==> config.mk <==
export PLATFORM = sky130hd
export DESIGN_NAME = memctl_regs
export DESIGN_NICKNAME = d
export VERILOG_FILES = /design/src/pkg/memctl_pkg.sv /design/src/hw/memctl_regs.sv /design/src/hw/throttle_gate.sv
export VERILOG_INCLUDE_DIRS = /design/src /design/src/pkg
export SDC_FILE = /design/constraint.sdc
export NUM_CORES = 1
export LEC_CHECK = 0
export BUFFER_PORTS_ARGS = -buffer_cell sky130_fd_sc_hd__buf_2
export CORE_MARGIN = 2
export CORE_UTILIZATION = 49
export DETAILED_ROUTE_END_ITERATION = 10
export PLACE_DENSITY = 0.75
export SLEW_MARGIN = 25
export SYNTH_ARGS = -nofsm -noshare
export SYNTH_HDL_FRONTEND = slang
export SYNTH_HIERARCHICAL = 1
export SYNTH_SLANG_ARGS = --single-unit
==> constraint.sdc <==
create_clock -name clk_i -period 1.8 [get_ports clk_i]
set_input_delay 0.27 -clock clk_i [delete_from_list [all_inputs] [get_ports clk_i]]
set_output_delay 0.27 -clock clk_i [all_outputs]
set_load 0.01 [all_outputs]
==> src/pkg/memctl_consts.svh <==
// register offsets, field positions and timing constants of the memory controller block
`ifndef MEMCTL_CONSTS_SVH
`define MEMCTL_CONSTS_SVH
// register indices (byte address = 4 * index)
`define IDX_GENERAL     6'h00
`define IDX_MISC        6'h18
`define IDX_FB_START    6'h1E
`define IDX_DEBUG       6'h1F
`define IDX_THROTTLE    6'h26
`define IDX_FEATURE     6'h2B
`define IDX_DIR_BASE    6'h2C
`define IDX_CACHE_SIZE  6'h2D
`define IDX_CACHE_CTRL  6'h2E
`define IDX_ENTRY_CTRL  6'h2F
// reset values and the fixed cache size read value
`define RST_GENERAL     32'h00000300
`define RST_MISC        32'h00004000
`define RST_ZERO        32'h00000000
`define CACHE_SIZE_VAL  32'h00000010
// writable masks
`define WMASK_GENERAL   32'h800F3FFF
`define WMASK_MISC      32'h80005006
`define WMASK_FB        32'hFFFFFFE0
`define WMASK_DEBUG     32'h0000FF1F
`define WMASK_THROTTLE  32'h00000FFF
`define WMASK_FEATURE   32'hC20F0800
`define WMASK_DIR_BASE  32'hFFFFFFF0
// field positions
`define B_INIT_DONE     31
`define B_INDEX_SEL     12
`define B_ROTATE        31
`define B_RS_STALL      3
`define B_DBG_EN        15
`define B_GFX_SRC       0
`define B_GFX_EN        1
`define B_NB_SRC        4
`define B_NB_EN         5
`define B_BLACK_DLY     8
`define B_BLK_RD        9
`define B_BLK_WR        10
`define B_BLK_DISP      11
`define B_HANG_EN       11
`define B_PAGE_ERR_EN   16
`define B_TLB_EN        18
`define B_LOOKAHEAD     25
`define B_SINGLE_LVL    30
`define B_DIR_CACHE     31
`define B_FLUSH         0
`define B_REFRESH       1
// throttle timing
`define THR_PERIOD_W    7
`define THR_BLK_64      7'h40
`define THR_BLK_96      7'h60
`define THR_BLK_112     7'h70
`endif

==> src/pkg/memctl_pkg.sv <==
// types shared by the memory controller register block
package memctl_pkg;
  typedef enum logic [2:0] {
    WALK_IDLE = 3'b001,
    WALK_BUSY = 3'b010,
    WALK_HANG = 3'b100
  } walk_state_t;
  typedef logic [1:0] throttle_level_t;
endpackage : memctl_pkg

==> src/hw/memctl_regs.sv <==
// memory controller control registers behind a wishbone slave
`timescale 1ns/1ps
`include "memctl_consts.svh"
module memctl_regs (
  input  wire logic        clk_i,
  input  wire logic        rst_i,
  input  wire logic        cyc_i,
  input  wire logic        stb_i,
  input  wire logic        we_i,
  input  wire logic [7:0]  adr_i,
  input  wire logic [3:0]  sel_i,
  input  wire logic [31:0] dat_i,
  output logic      [31:0] dat_o,
  output logic             ack_o,
  input  wire logic        enhanced_mode_i,
  input  wire logic        gart_cache_enable_i,
  input  wire logic        gfx_req_read_i,
  input  wire logic        gfx_req_write_i,
  input  wire logic        gfx_req_disp_i,
  input  wire logic        nb_req_read_i,
  input  wire logic        nb_req_write_i,
  input  wire logic        nb_req_disp_i,
  input  wire logic [1:0]  pin_gfx_level_i,
  input  wire logic [1:0]  pin_nb_level_i,
  input  wire logic        blackout_req_i,
  input  wire logic [15:0] debug_bus_i,
  input  wire logic        walk_illegal_i,
  input  wire logic        walk_page_err_i,
  input  wire logic [1:0]  walk_err_source_i,
  input  wire logic        walk_op_done_i,
  output logic             gfx_accept_o,
  output logic             nb_accept_o,
  output logic [3:0]       burst_count_group_one,
  output logic [3:0]       burst_count_group_two,
  output logic             index_set_select_o,
  output logic [6:0]       debug_select_o,
  output logic             debug_enable_o,
  output logic             fifo_pop_enable_o,
  output logic             blackout_o,
  output logic             walker_halt_o,
  output logic             system_error_o,
  output logic             tlb_cache_enable_o,
  output logic             lookahead_enable_o,
  output logic             single_level_o,
  output logic             dir_cache_active_o,
  output logic [39:0]      dir_base_o,
  output logic [31:0]      fb_start_o,
  output logic             flush_all_o,
  output logic             entry_flush_o,
  output logic             entry_refresh_o,
  output logic [19:0]      entry_address_o
);
  // ---------------------------------------------------------------
  // bus decode
  // ---------------------------------------------------------------
  logic [31:0] general_reg;
  logic [31:0] misc_reg;
  logic [31:0] fb_reg;
  logic [31:0] debug_reg;
  logic [31:0] throttle_reg;
  logic [31:0] feature_reg;
  logic [31:0] dir_reg;
  logic        flush_pending;
  logic [1:0]  entry_pending;
  logic [19:0] entry_addr;
  logic        page_flag;
  logic [1:0]  page_source;
  logic [15:0] debug_sample;

  function automatic logic [31:0] byte_merge(input logic [31:0] old_v, input logic [31:0] new_v,
                                             input logic [3:0] lanes, input logic [31:0] mask);
    logic [31:0] lane_m;
    lane_m = {{8{lanes[3]}}, {8{lanes[2]}}, {8{lanes[1]}}, {8{lanes[0]}}} & mask;
    byte_merge = (old_v & ~lane_m) | (new_v & lane_m);
  endfunction : byte_merge

  wire       req       = cyc_i && stb_i && !ack_o;
  wire       addr_ok   = (adr_i[1:0] == 2'h0);
  wire [5:0] idx       = adr_i[7:2];
  wire       wr        = req && we_i && addr_ok;
  wire       wr_gen    = wr && (idx == `IDX_GENERAL);
  wire       wr_misc   = wr && (idx == `IDX_MISC);
  wire       wr_fb     = wr && (idx == `IDX_FB_START);
  wire       wr_dbg    = wr && (idx == `IDX_DEBUG);
  wire       wr_thr    = wr && (idx == `IDX_THROTTLE);
  wire       wr_feat   = wr && (idx == `IDX_FEATURE);
  wire       wr_dir    = wr && (idx == `IDX_DIR_BASE);
  wire       wr_cache  = wr && (idx == `IDX_CACHE_CTRL) && sel_i[0];
  wire       wr_entry  = wr && (idx == `IDX_ENTRY_CTRL);

  wire [31:0] feature_view = {feature_reg[31:30], page_source, 2'h0, feature_reg[25],
                              page_flag, 5'h00, feature_reg[18:16], 4'h0, feature_reg[11],
                              3'h1, 8'h00};
  wire [31:0] debug_view = {debug_sample, debug_reg[15:0]};
  wire [31:0] entry_view = {entry_addr, 10'h000, entry_pending};

  logic [31:0] rd_mux;
  always_comb begin
    unique case (idx)
      `IDX_GENERAL:    rd_mux = general_reg;
      `IDX_MISC:       rd_mux = misc_reg;
      `IDX_FB_START:   rd_mux = fb_reg;
      `IDX_DEBUG:      rd_mux = debug_view;
      `IDX_THROTTLE:   rd_mux = throttle_reg;
      `IDX_FEATURE:    rd_mux = feature_view;
      `IDX_DIR_BASE:   rd_mux = dir_reg;
      `IDX_CACHE_SIZE: rd_mux = `CACHE_SIZE_VAL;
      `IDX_CACHE_CTRL: rd_mux = {31'h0, flush_pending};
      `IDX_ENTRY_CTRL: rd_mux = entry_view;
      default:         rd_mux = `RST_ZERO;
    endcase
  end
  wire [31:0] next_dat = (addr_ok && !we_i) ? rd_mux : `RST_ZERO;

  always_ff @(posedge clk_i) begin
    if (rst_i) begin
      ack_o <= 1'b0;
      dat_o <= `RST_ZERO;
    end else begin
      ack_o <= req;
      dat_o <= req ? next_dat : dat_o;
    end
  end

  // ---------------------------------------------------------------
  // control registers
  // ---------------------------------------------------------------
  always_ff @(posedge clk_i) begin
    if (rst_i) begin
      general_reg  <= `RST_GENERAL;
      misc_reg     <= `RST_MISC;
      fb_reg       <= `RST_ZERO;
      debug_reg    <= `RST_ZERO;
      throttle_reg <= `RST_ZERO;
      feature_reg  <= `RST_ZERO;
      dir_reg      <= `RST_ZERO;
    end else begin
      if (wr_gen)  general_reg  <= byte_merge(general_reg, dat_i, sel_i, `WMASK_GENERAL);
      if (wr_misc) misc_reg     <= byte_merge(misc_reg, dat_i, sel_i, `WMASK_MISC);
      if (wr_fb)   fb_reg       <= byte_merge(fb_reg, dat_i, sel_i, `WMASK_FB);
      if (wr_dbg)  debug_reg    <= byte_merge(debug_reg, dat_i, sel_i, `WMASK_DEBUG);
      if (wr_thr)  throttle_reg <= byte_merge(throttle_reg, dat_i, sel_i, `WMASK_THROTTLE);
      if (wr_feat) feature_reg  <= byte_merge(feature_reg, dat_i, sel_i, `WMASK_FEATURE);
      if (wr_dir)  dir_reg      <= byte_merge(dir_reg, dat_i, sel_i, `WMASK_DIR_BASE);
    end
  end

  // ---------------------------------------------------------------
  // cache maintenance and error capture
  // ---------------------------------------------------------------
  wire flush_start   = wr_cache && dat_i[`B_FLUSH];
  wire entry_start_f = wr_entry && sel_i[0] && dat_i[`B_FLUSH];
  wire entry_start_r = wr_entry && sel_i[0] && dat_i[`B_REFRESH];
  wire any_pending   = flush_pending || (entry_pending != 2'h0);
  wire op_done       = walk_op_done_i && any_pending;
  wire page_event    = walk_page_err_i && feature_reg[`B_PAGE_ERR_EN];

  always_ff @(posedge clk_i) begin
    if (rst_i) begin
      flush_pending <= 1'b0;
      entry_pending <= 2'h0;
      entry_addr    <= 20'h00000;
    end else begin
      // a new start wins over a completion in the same cycle
      if (flush_start)  flush_pending    <= 1'b1;
      else if (op_done) flush_pending    <= 1'b0;
      if (entry_start_f) entry_pending[0] <= 1'b1;
      else if (op_done)  entry_pending[0] <= 1'b0;
      if (entry_start_r) entry_pending[1] <= 1'b1;
      else if (op_done)  entry_pending[1] <= 1'b0;
      if (wr_entry && sel_i[3] && sel_i[2] && sel_i[1]) entry_addr <= dat_i[31:12];
    end
  end

  always_ff @(posedge clk_i) begin
    if (rst_i) begin
      page_flag   <= 1'b0;
      page_source <= 2'h0;
    end else if (page_event && !page_flag) begin
      page_flag   <= 1'b1;
      page_source <= walk_err_source_i;
    end
  end

  // ---------------------------------------------------------------
  // table walker state
  // ---------------------------------------------------------------
  memctl_pkg::walk_state_t walk_state;
  memctl_pkg::walk_state_t next_walk_state;
  wire hang_event = (walk_illegal_i && feature_reg[`B_HANG_EN]) || page_event;
  always_comb begin
    unique case (walk_state)
      memctl_pkg::WALK_IDLE: next_walk_state = hang_event ? memctl_pkg::WALK_HANG
                                              : any_pending ? memctl_pkg::WALK_BUSY
                                              : memctl_pkg::WALK_IDLE;
      memctl_pkg::WALK_BUSY: next_walk_state = hang_event ? memctl_pkg::WALK_HANG
                                              : op_done ? memctl_pkg::WALK_IDLE
                                              : memctl_pkg::WALK_BUSY;
      memctl_pkg::WALK_HANG: next_walk_state = memctl_pkg::WALK_HANG;
      default:               next_walk_state = memctl_pkg::WALK_IDLE;
    endcase
  end
  always_ff @(posedge clk_i) begin
    if (rst_i) walk_state <= memctl_pkg::WALK_IDLE;
    else       walk_state <= next_walk_state;
  end

  // ---------------------------------------------------------------
  // debug rotation and blackout delay
  // ---------------------------------------------------------------
  logic [3:0] rot_count;
  logic [6:0] rot_select;
  wire rotate_on   = misc_reg[`B_ROTATE];
  wire rotate_step = rotate_on && (rot_count == 4'hF);
  always_ff @(posedge clk_i) begin
    if (rst_i || !rotate_on) begin
      rot_count  <= 4'h0;
      rot_select <= 7'h00;
    end else begin
      rot_count <= rot_count + 4'h1;
      if (rotate_step) rot_select <= rot_select + 7'h01;
    end
  end
  wire [6:0] next_dbg_sel = rotate_on ? rot_select : debug_reg[14:8];

  logic [2:0] black_sync;
  logic [1:0] black_dly;
  always_ff @(posedge clk_i) begin
    if (rst_i) begin
      black_sync <= 3'h0;
      black_dly  <= 2'h0;
    end else begin
      black_sync <= {black_sync[1:0], blackout_req_i};
      black_dly  <= {black_dly[0], black_sync[2]};
    end
  end
  wire black_ok    = (black_sync[2] == black_sync[1]);
  wire next_black  = throttle_reg[`B_BLACK_DLY] ? black_dly[1] : black_dly[0];

  // ---------------------------------------------------------------
  // throttling
  // ---------------------------------------------------------------
  logic [`THR_PERIOD_W-1:0] thr_phase;
  always_ff @(posedge clk_i) begin
    if (rst_i) thr_phase <= 7'h00;
    else       thr_phase <= thr_phase + 7'h01;
  end
  logic gfx_block;
  logic nb_block;
  throttle_gate u_gfx (
    .clk_i       (clk_i),
    .rst_i       (rst_i),
    .enable_i    (throttle_reg[`B_GFX_EN]),
    .source_i    (throttle_reg[`B_GFX_SRC]),
    .reg_level_i (throttle_reg[3:2]),
    .pin_level_i (pin_gfx_level_i),
    .phase_i     (thr_phase),
    .block_o     (gfx_block)
  );
  throttle_gate u_nb (
    .clk_i       (clk_i),
    .rst_i       (rst_i),
    .enable_i    (throttle_reg[`B_NB_EN]),
    .source_i    (throttle_reg[`B_NB_SRC]),
    .reg_level_i (throttle_reg[7:6]),
    .pin_level_i (pin_nb_level_i),
    .phase_i     (thr_phase),
    .block_o     (nb_block)
  );
  wire gfx_typed = (gfx_req_read_i && throttle_reg[`B_BLK_RD]) ||
                   (gfx_req_write_i && throttle_reg[`B_BLK_WR]) ||
                   (gfx_req_disp_i && throttle_reg[`B_BLK_DISP]);
  wire nb_typed  = (nb_req_read_i && throttle_reg[`B_BLK_RD]) ||
                   (nb_req_write_i && throttle_reg[`B_BLK_WR]) ||
                   (nb_req_disp_i && throttle_reg[`B_BLK_DISP]);
  wire init_ok   = general_reg[`B_INIT_DONE];
  wire next_gfx_accept = init_ok && !(gfx_block && gfx_typed);
  wire next_nb_accept  = init_ok && !(nb_block && nb_typed);

  // ---------------------------------------------------------------
  // registered outputs
  // ---------------------------------------------------------------
  wire single_lvl = feature_reg[`B_SINGLE_LVL];
  always_ff @(posedge clk_i) begin
    if (rst_i) begin
      gfx_accept_o          <= 1'b0;
      nb_accept_o           <= 1'b0;
      burst_count_group_one <= 4'h0;
      burst_count_group_two <= 4'h0;
      index_set_select_o    <= 1'b0;
      debug_select_o        <= 7'h00;
      debug_enable_o        <= 1'b0;
      fifo_pop_enable_o     <= 1'b0;
      blackout_o            <= 1'b0;
      walker_halt_o         <= 1'b0;
      system_error_o        <= 1'b0;
      tlb_cache_enable_o    <= 1'b0;
      lookahead_enable_o    <= 1'b0;
      single_level_o        <= 1'b0;
      dir_cache_active_o    <= 1'b0;
      dir_base_o            <= 40'h0000000000;
      fb_start_o            <= `RST_ZERO;
      flush_all_o           <= 1'b0;
      entry_flush_o         <= 1'b0;
      entry_refresh_o       <= 1'b0;
      entry_address_o       <= 20'h00000;
      debug_sample          <= 16'h0000;
    end else begin
      gfx_accept_o          <= next_gfx_accept;
      nb_accept_o           <= next_nb_accept;
      burst_count_group_one <= general_reg[3:0];
      burst_count_group_two <= general_reg[7:4];
      if (!enhanced_mode_i) index_set_select_o <= misc_reg[`B_INDEX_SEL];
      debug_select_o        <= next_dbg_sel;
      debug_enable_o        <= debug_reg[`B_DBG_EN];
      fifo_pop_enable_o     <= !debug_reg[`B_RS_STALL];
      if (black_ok) blackout_o <= next_black;
      walker_halt_o         <= (next_walk_state == memctl_pkg::WALK_HANG);
      system_error_o        <= system_error_o || page_event;
      tlb_cache_enable_o    <= feature_reg[`B_TLB_EN];
      lookahead_enable_o    <= feature_reg[`B_LOOKAHEAD];
      single_level_o        <= single_lvl;
      dir_cache_active_o    <= !single_lvl && feature_reg[`B_DIR_CACHE]
                               && gart_cache_enable_i;
      dir_base_o            <= {dir_reg[11:4], dir_reg[31:12], 12'h000};
      fb_start_o            <= fb_reg;
      flush_all_o           <= flush_pending;
      entry_flush_o         <= entry_pending[0];
      entry_refresh_o       <= entry_pending[1];
      entry_address_o       <= entry_addr;
      debug_sample          <= debug_bus_i;
    end
  end
endmodule : memctl_regs

==> src/hw/throttle_gate.sv <==
// one throttle path: source select, enable and blocking window decode
`timescale 1ns/1ps
`include "memctl_consts.svh"
module throttle_gate (
  input  wire logic                       clk_i,
  input  wire logic                       rst_i,
  input  wire logic                       enable_i,
  input  wire logic                       source_i,
  input  wire logic [1:0]                 reg_level_i,
  input  wire logic [1:0]                 pin_level_i,
  input  wire logic [`THR_PERIOD_W-1:0]   phase_i,
  output logic                            block_o
);
  function automatic logic [`THR_PERIOD_W-1:0] window_len(input logic [1:0] lvl);
    case (lvl)
      2'h1:    window_len = `THR_BLK_64;
      2'h2:    window_len = `THR_BLK_96;
      2'h3:    window_len = `THR_BLK_112;
      default: window_len = 7'h00;
    endcase
  endfunction : window_len

  wire memctl_pkg::throttle_level_t level = source_i ? pin_level_i : reg_level_i;
  wire [`THR_PERIOD_W-1:0] limit = window_len(level);
  wire next_block = enable_i && (phase_i < limit);

  always_ff @(posedge clk_i) begin
    if (rst_i) block_o <= 1'b0;
    else       block_o <= next_block;
  end
endmodule : throttle_gate

======== Yosys cells after proc, flatten, opt, wreduce, memory -nomap -nowiden ========
Cells that the tools add are included.
cells by class
  $add $sub $neg .......................... 3
  multipliers ............................. 0
  divide/modulo/power cells ............... 0
  magnitude comparators ................... 2
  equal/unequal tests ..................... 21
  shift-type cells ........................ 0
  multiplexer cells ....................... 17
  bitwise logic cells ..................... 28
  reduce and logical (&&, ||, !) cells .... 63
operators by type and width
  kind                   number
  $and A32 B32 Y32       12
  $pmux W32 S10          1
  $or A32 B32 Y32        7
  $not A32 Y32           5
  $pmux W7 S3            2
  $logic_and A1 B1 Y1    41
  $eq A6 B6 Y1 const B   6
  $and A32 B12 Y32       1
  $and A32 B16 Y32       1
  $mux W32               1
  $not A12 Y32           1
  $not A16 Y32           1
  $eq A6 B5 Y1 const B   3
  $add A7 B1 Y7 const B  2
  $lt A7 B7 Y1           2
  $pmux W3 S3            1
  $eq A2 B2 Y1 const B   4
  $logic_not A1 Y1       8
  $logic_or A1 B1 Y1     8
  $mux W2                4
  $reduce_bool A2 Y1     4
  $mux W7                1
  $eq A3 B3 Y1 const B   2
  $logic_not A6 Y1       1
  9 further kinds        15
storage, ports and cells
  register bits after elaboration ......... 449
  latch bits .............................. 0
  memory bits (writable) .................. 0
  bits in read-only memories .............. 0
  logic and storage cells ................. 180
  memories kept ........................... 0

======== Depth between registers and ports, before layout ========
  depth after elaboration ................. 8
  depth in mapped cells ................... 8
  gate-level depth less buffers ........... 6

======== Hierarchy ========
Netlist, hierarchy kept.
modules (own cells, without submodules)
  module         times used  cells each  area an instance (um^2)
  memctl_regs    1           1215        11592.4
  throttle_gate  2           12          133.9

======== Least setup slack after synthesis ========
No wires, ideal clock.
  path kind ............................... input -> register
  start point ............................. input port adr_i[5]
  end point ............................... register dat_o[29]
  data arrival time ....................... 1.571 ns
  data required time ...................... 1.657 ns
  path slack .............................. 0.086 ns
  stages .................................. 8
  buffers on the path ..................... 4
  cells stage by stage .................... buf_2 > and4b_1 > buf_2 > and2_1 > buf_6 > buf_6 > a222oi_1 > a221oi_1
between the ends
  word-level cells in the longest chain between the ends .. 3
RTL lines
  item                                  line                text
  start: declaration                    memctl_regs.sv:10   input wire logic [7:0] adr_i,
  $eq A6 B6 Y1 (tied with other cells)  memctl_regs.sv:99   unique case (idx)
  $pmux W32 S10 *                       memctl_regs.sv:99
  $mux W32 (no line) *                  --
  end signal: assignment                memctl_regs.sv:118  dat_o <= `RST_ZERO;
  end signal: assignment                memctl_regs.sv:121  dat_o <= req ? next_dat : dat_o;
  end: declaration                      memctl_regs.sv:13   output logic [31:0] dat_o,
Every way passes the cells marked *; elsewhere a longest branch is shown, timed or not.
A chain may end at the register's enable or synchronous reset.

==> out/results.ini <==
[global_routing]
track_usage_pct=26.2
grt_max_degree=58
grtUsageMet1_pct=35.8
grtUsageMet2_pct=40.3
grt_pass1_vias=9789
grt.overflow.total=0
grt_pass1_wl_mm=53.6
busiest_layer=met2
met3_usage_pct=5.26
grt_antenna_before_repair=2

[floorplanning]
rows=56
core_mm2=0.0236
io_pins=238
die_y_um=160
initial_core_util_pct=50.2
die_area_mm2=0.0255
die_w_um=160

[power]
seqPwrFrac_pct=47.0
pwr-share-clk_pct=49.4
vdd_drop_max_v=0.000713
internal-power_mw=11.9
swShare_pct=21.2
power.total_mw=15.1
p_per_area_mw_per_mm2=993
pwr-share-comb_pct=3.5
power_leakage_nw=6.00
power_switching_mw=3.21

[yosys]
synth_xor_area_share_pct=1.11
ys_warn_count=6
synth_area_leaders=dfxtp_1 (54%), nor2b_1 (6.0%), mux2i_1 (5.2%), nand2_1 (4.6%), a21oi_1 (4.3%)
ys_seq_area_share_pct=53.8
synth_cell_types=57
netlist_area_mm2=0.0119
synthMuxAreaShare_pct=5.33
async_flop_share_pct=0
synth_edf_count=0
synth_common_cells=dfxtp_1 (319), nand2_1 (145), nor2b_1 (113), a21oi_1 (101), nor2_1 (100)
yosys.area_share.simple_pct=18.6
synthCells=1239
synth_ff_type=dfxtp_1
synth.avg_cell_area_um2=9.57
synthAdderAreaFrac_pct=0.738
synth_top_family_by_area=simple AND/OR/NAND/NOR gates
synth_top_area_share_pct=53.8
synth_area_leader_cell=dfxtp_1
yosysMostFrequentCell=dfxtp_1
synth.ff_latch_count=319
synth-compound-area-share_pct=16.0

[placement]
port_buffers=220
dp_hpwl_mm=24.1
pre_cts_ws_ns=-0.122
place_area_mm2=0.0138
post-place-cells=1789
gp_congestion=0.881

[critical_path]
cp-start-kind=flip-flop
required_ns=2.21
crit_path_end_kind=flip-flop
crit_type=flip-flop to flip-flop
reg2reg_slack_ns=0.11
cp.arrival_ns=2.09
reg2reg_depth=6
rr_startpoint=ack_o$_SDFF_PP0_
cp_max_fo=12
startpoint=ack_o$_SDFF_PP0_

[timing]
final.setup.tns_ns=0
layout_min_cycle_time_ns=1.69
rsz0062_at_grt=yes
whs_ns=0.00736
setup_violations=0
hold_viol=0
fin_crit_sh_pct=93.6
finalMaxSlewViolations=0
worst_slack_ns=0.114
clock.fmax_mhz=593
clock_skew_ns=0.0207

[min_path]
min_path_type=input pin to flip-flop

[cts]
clock-sinks=319
tritoncts=yes
cts_buffers=34
clock-root-buffer=clkbuf_16
insertion_delay_ns=0.53
cts_setup_buffers=0
clkTransAtPathRegs_ns=0.06
cts_buffer_depth=3
h-tree-depth=2

[finish]
drive_above_1_share_pct=25.3
fill_cells=1920
final_area_mm2=0.0152
final_cells=1869
fin_util_pct=64.5
final_nets=1614
syn_to_final_growth_pct=28.3

[routing]
viasPerCell=5.52
drt_pre_antenna_iters=6
drtIter0Drc=1043
antenna_left=0
drc=0
vias=10313
avgRoutedWirePerCell_um=18.4
wl_mm=34.4

[run_status]
outcome=finished clean

[job]
max_cap_violations=0

what timing repair did:
item	CTS	global route
endpoints found under the hold margin	18	0
gates resized for setup	0	3
hold buffers	18	0
endpoints found under the setup margin	0	17
layer usage:
layer,vias up,wire length [µm],part of all wire (%)
met2,496,15600,45
met4,0,1330,3.9
met1,4850,14600,42
met5,-,0,0
li1,4879,-,-
met3,88,2960,8.6
critical path, stage by stage, from the launching register on:
cell	delay, ns
dfxtp_1	0.31
and3b_1	0.29
nand3_1	0.16
buf_4	0.22
buf_4	0.17
o21ai_0	0.29
a21oi_1	0.12
layout make-up:
cell class	instances	area [µm²]	area share, %
Inverter	8	30.0	0.197
Clock buffer	46	956	6.28
Sequential cell	319	6390	42.0
Antenna cell	2	5.00	0.0329
Multi-Input combinational cell	830	5050	33.2
Clock inverter	14	244	1.60
Tap cell	319	399	2.62
Timing Repair Buffer	331	2150	14.1
cell usage in the layout (no fill, tap or decap), types with 4 or more instances in the layout:
master and instances:
a22oi_1 5, a32o_1 4, or3_1 4, nor4bb_1 5, o21ai_0 69, a222oi_1 23
buf_2 219, a22o_1 19, clkbuf_8 6, a221oi_1 32, o31ai_1 12, a21oi_1 101
nor2_4 4, dfxtp_1 319, mux2i_1 62, xor2_1 8, nand2_1 145, nor2_2 8
bufinv_16 6, buf_4 80, clkbuf_1 6, dlygate4sd3_1 18, a32oi_1 4, xnor2_1 7
clkbuf_16 34, buf_12 13, nor2_1 99, inv_1 8, nand3_1 27, and2_1 10
nor2b_1 113, ha_1 7, conb_1 17, nand2b_1 5
cell families after synthesis:
kind of cell | Yosys count
AOI/OAI and AO/OA | 285
muxes | 63
other | 1
adders and majority gates | 7
DFF | 319
xor gates and xnor gates | 15
buffers and inverters | 106
and+or+nand+nor | 443
worst min path at each step:
stage,start,end,slack [ns],depth (start not counted)
floorplan,u_gfx/block_o$_SDFF_PP0_,gfx_accept_o$_SDFF_PP0_,0.38,1
global placement,u_gfx/block_o$_SDFF_PP0_,gfx_accept_o$_SDFF_PP0_,0.39,1
detailed placement,u_gfx/block_o$_SDFF_PP0_,gfx_accept_o$_SDFF_PP0_,0.40,1
CTS,walk_err_source_i[0],page_source[0]$_SDFFE_PP0P_,0.00009,3
global route,dat_i[15],flip-flop,0.02,3
finish,walk_err_source_i[0],page_source[0]$_SDFFE_PP0P_,0.007,3
power by group through the flow:
stage               sequential, mW  clock, mW  combinational [mW]
finish                        7.10       7.47               0.534
global route                  7.10       7.90               0.572
CTS                           7.10       7.57               0.522
detailed placement            7.26          0               0.491
global placement              7.26          0               0.487
floorplan                     7.26          0               0.247
Note: power is estimated with default switching activity, not from simulation.
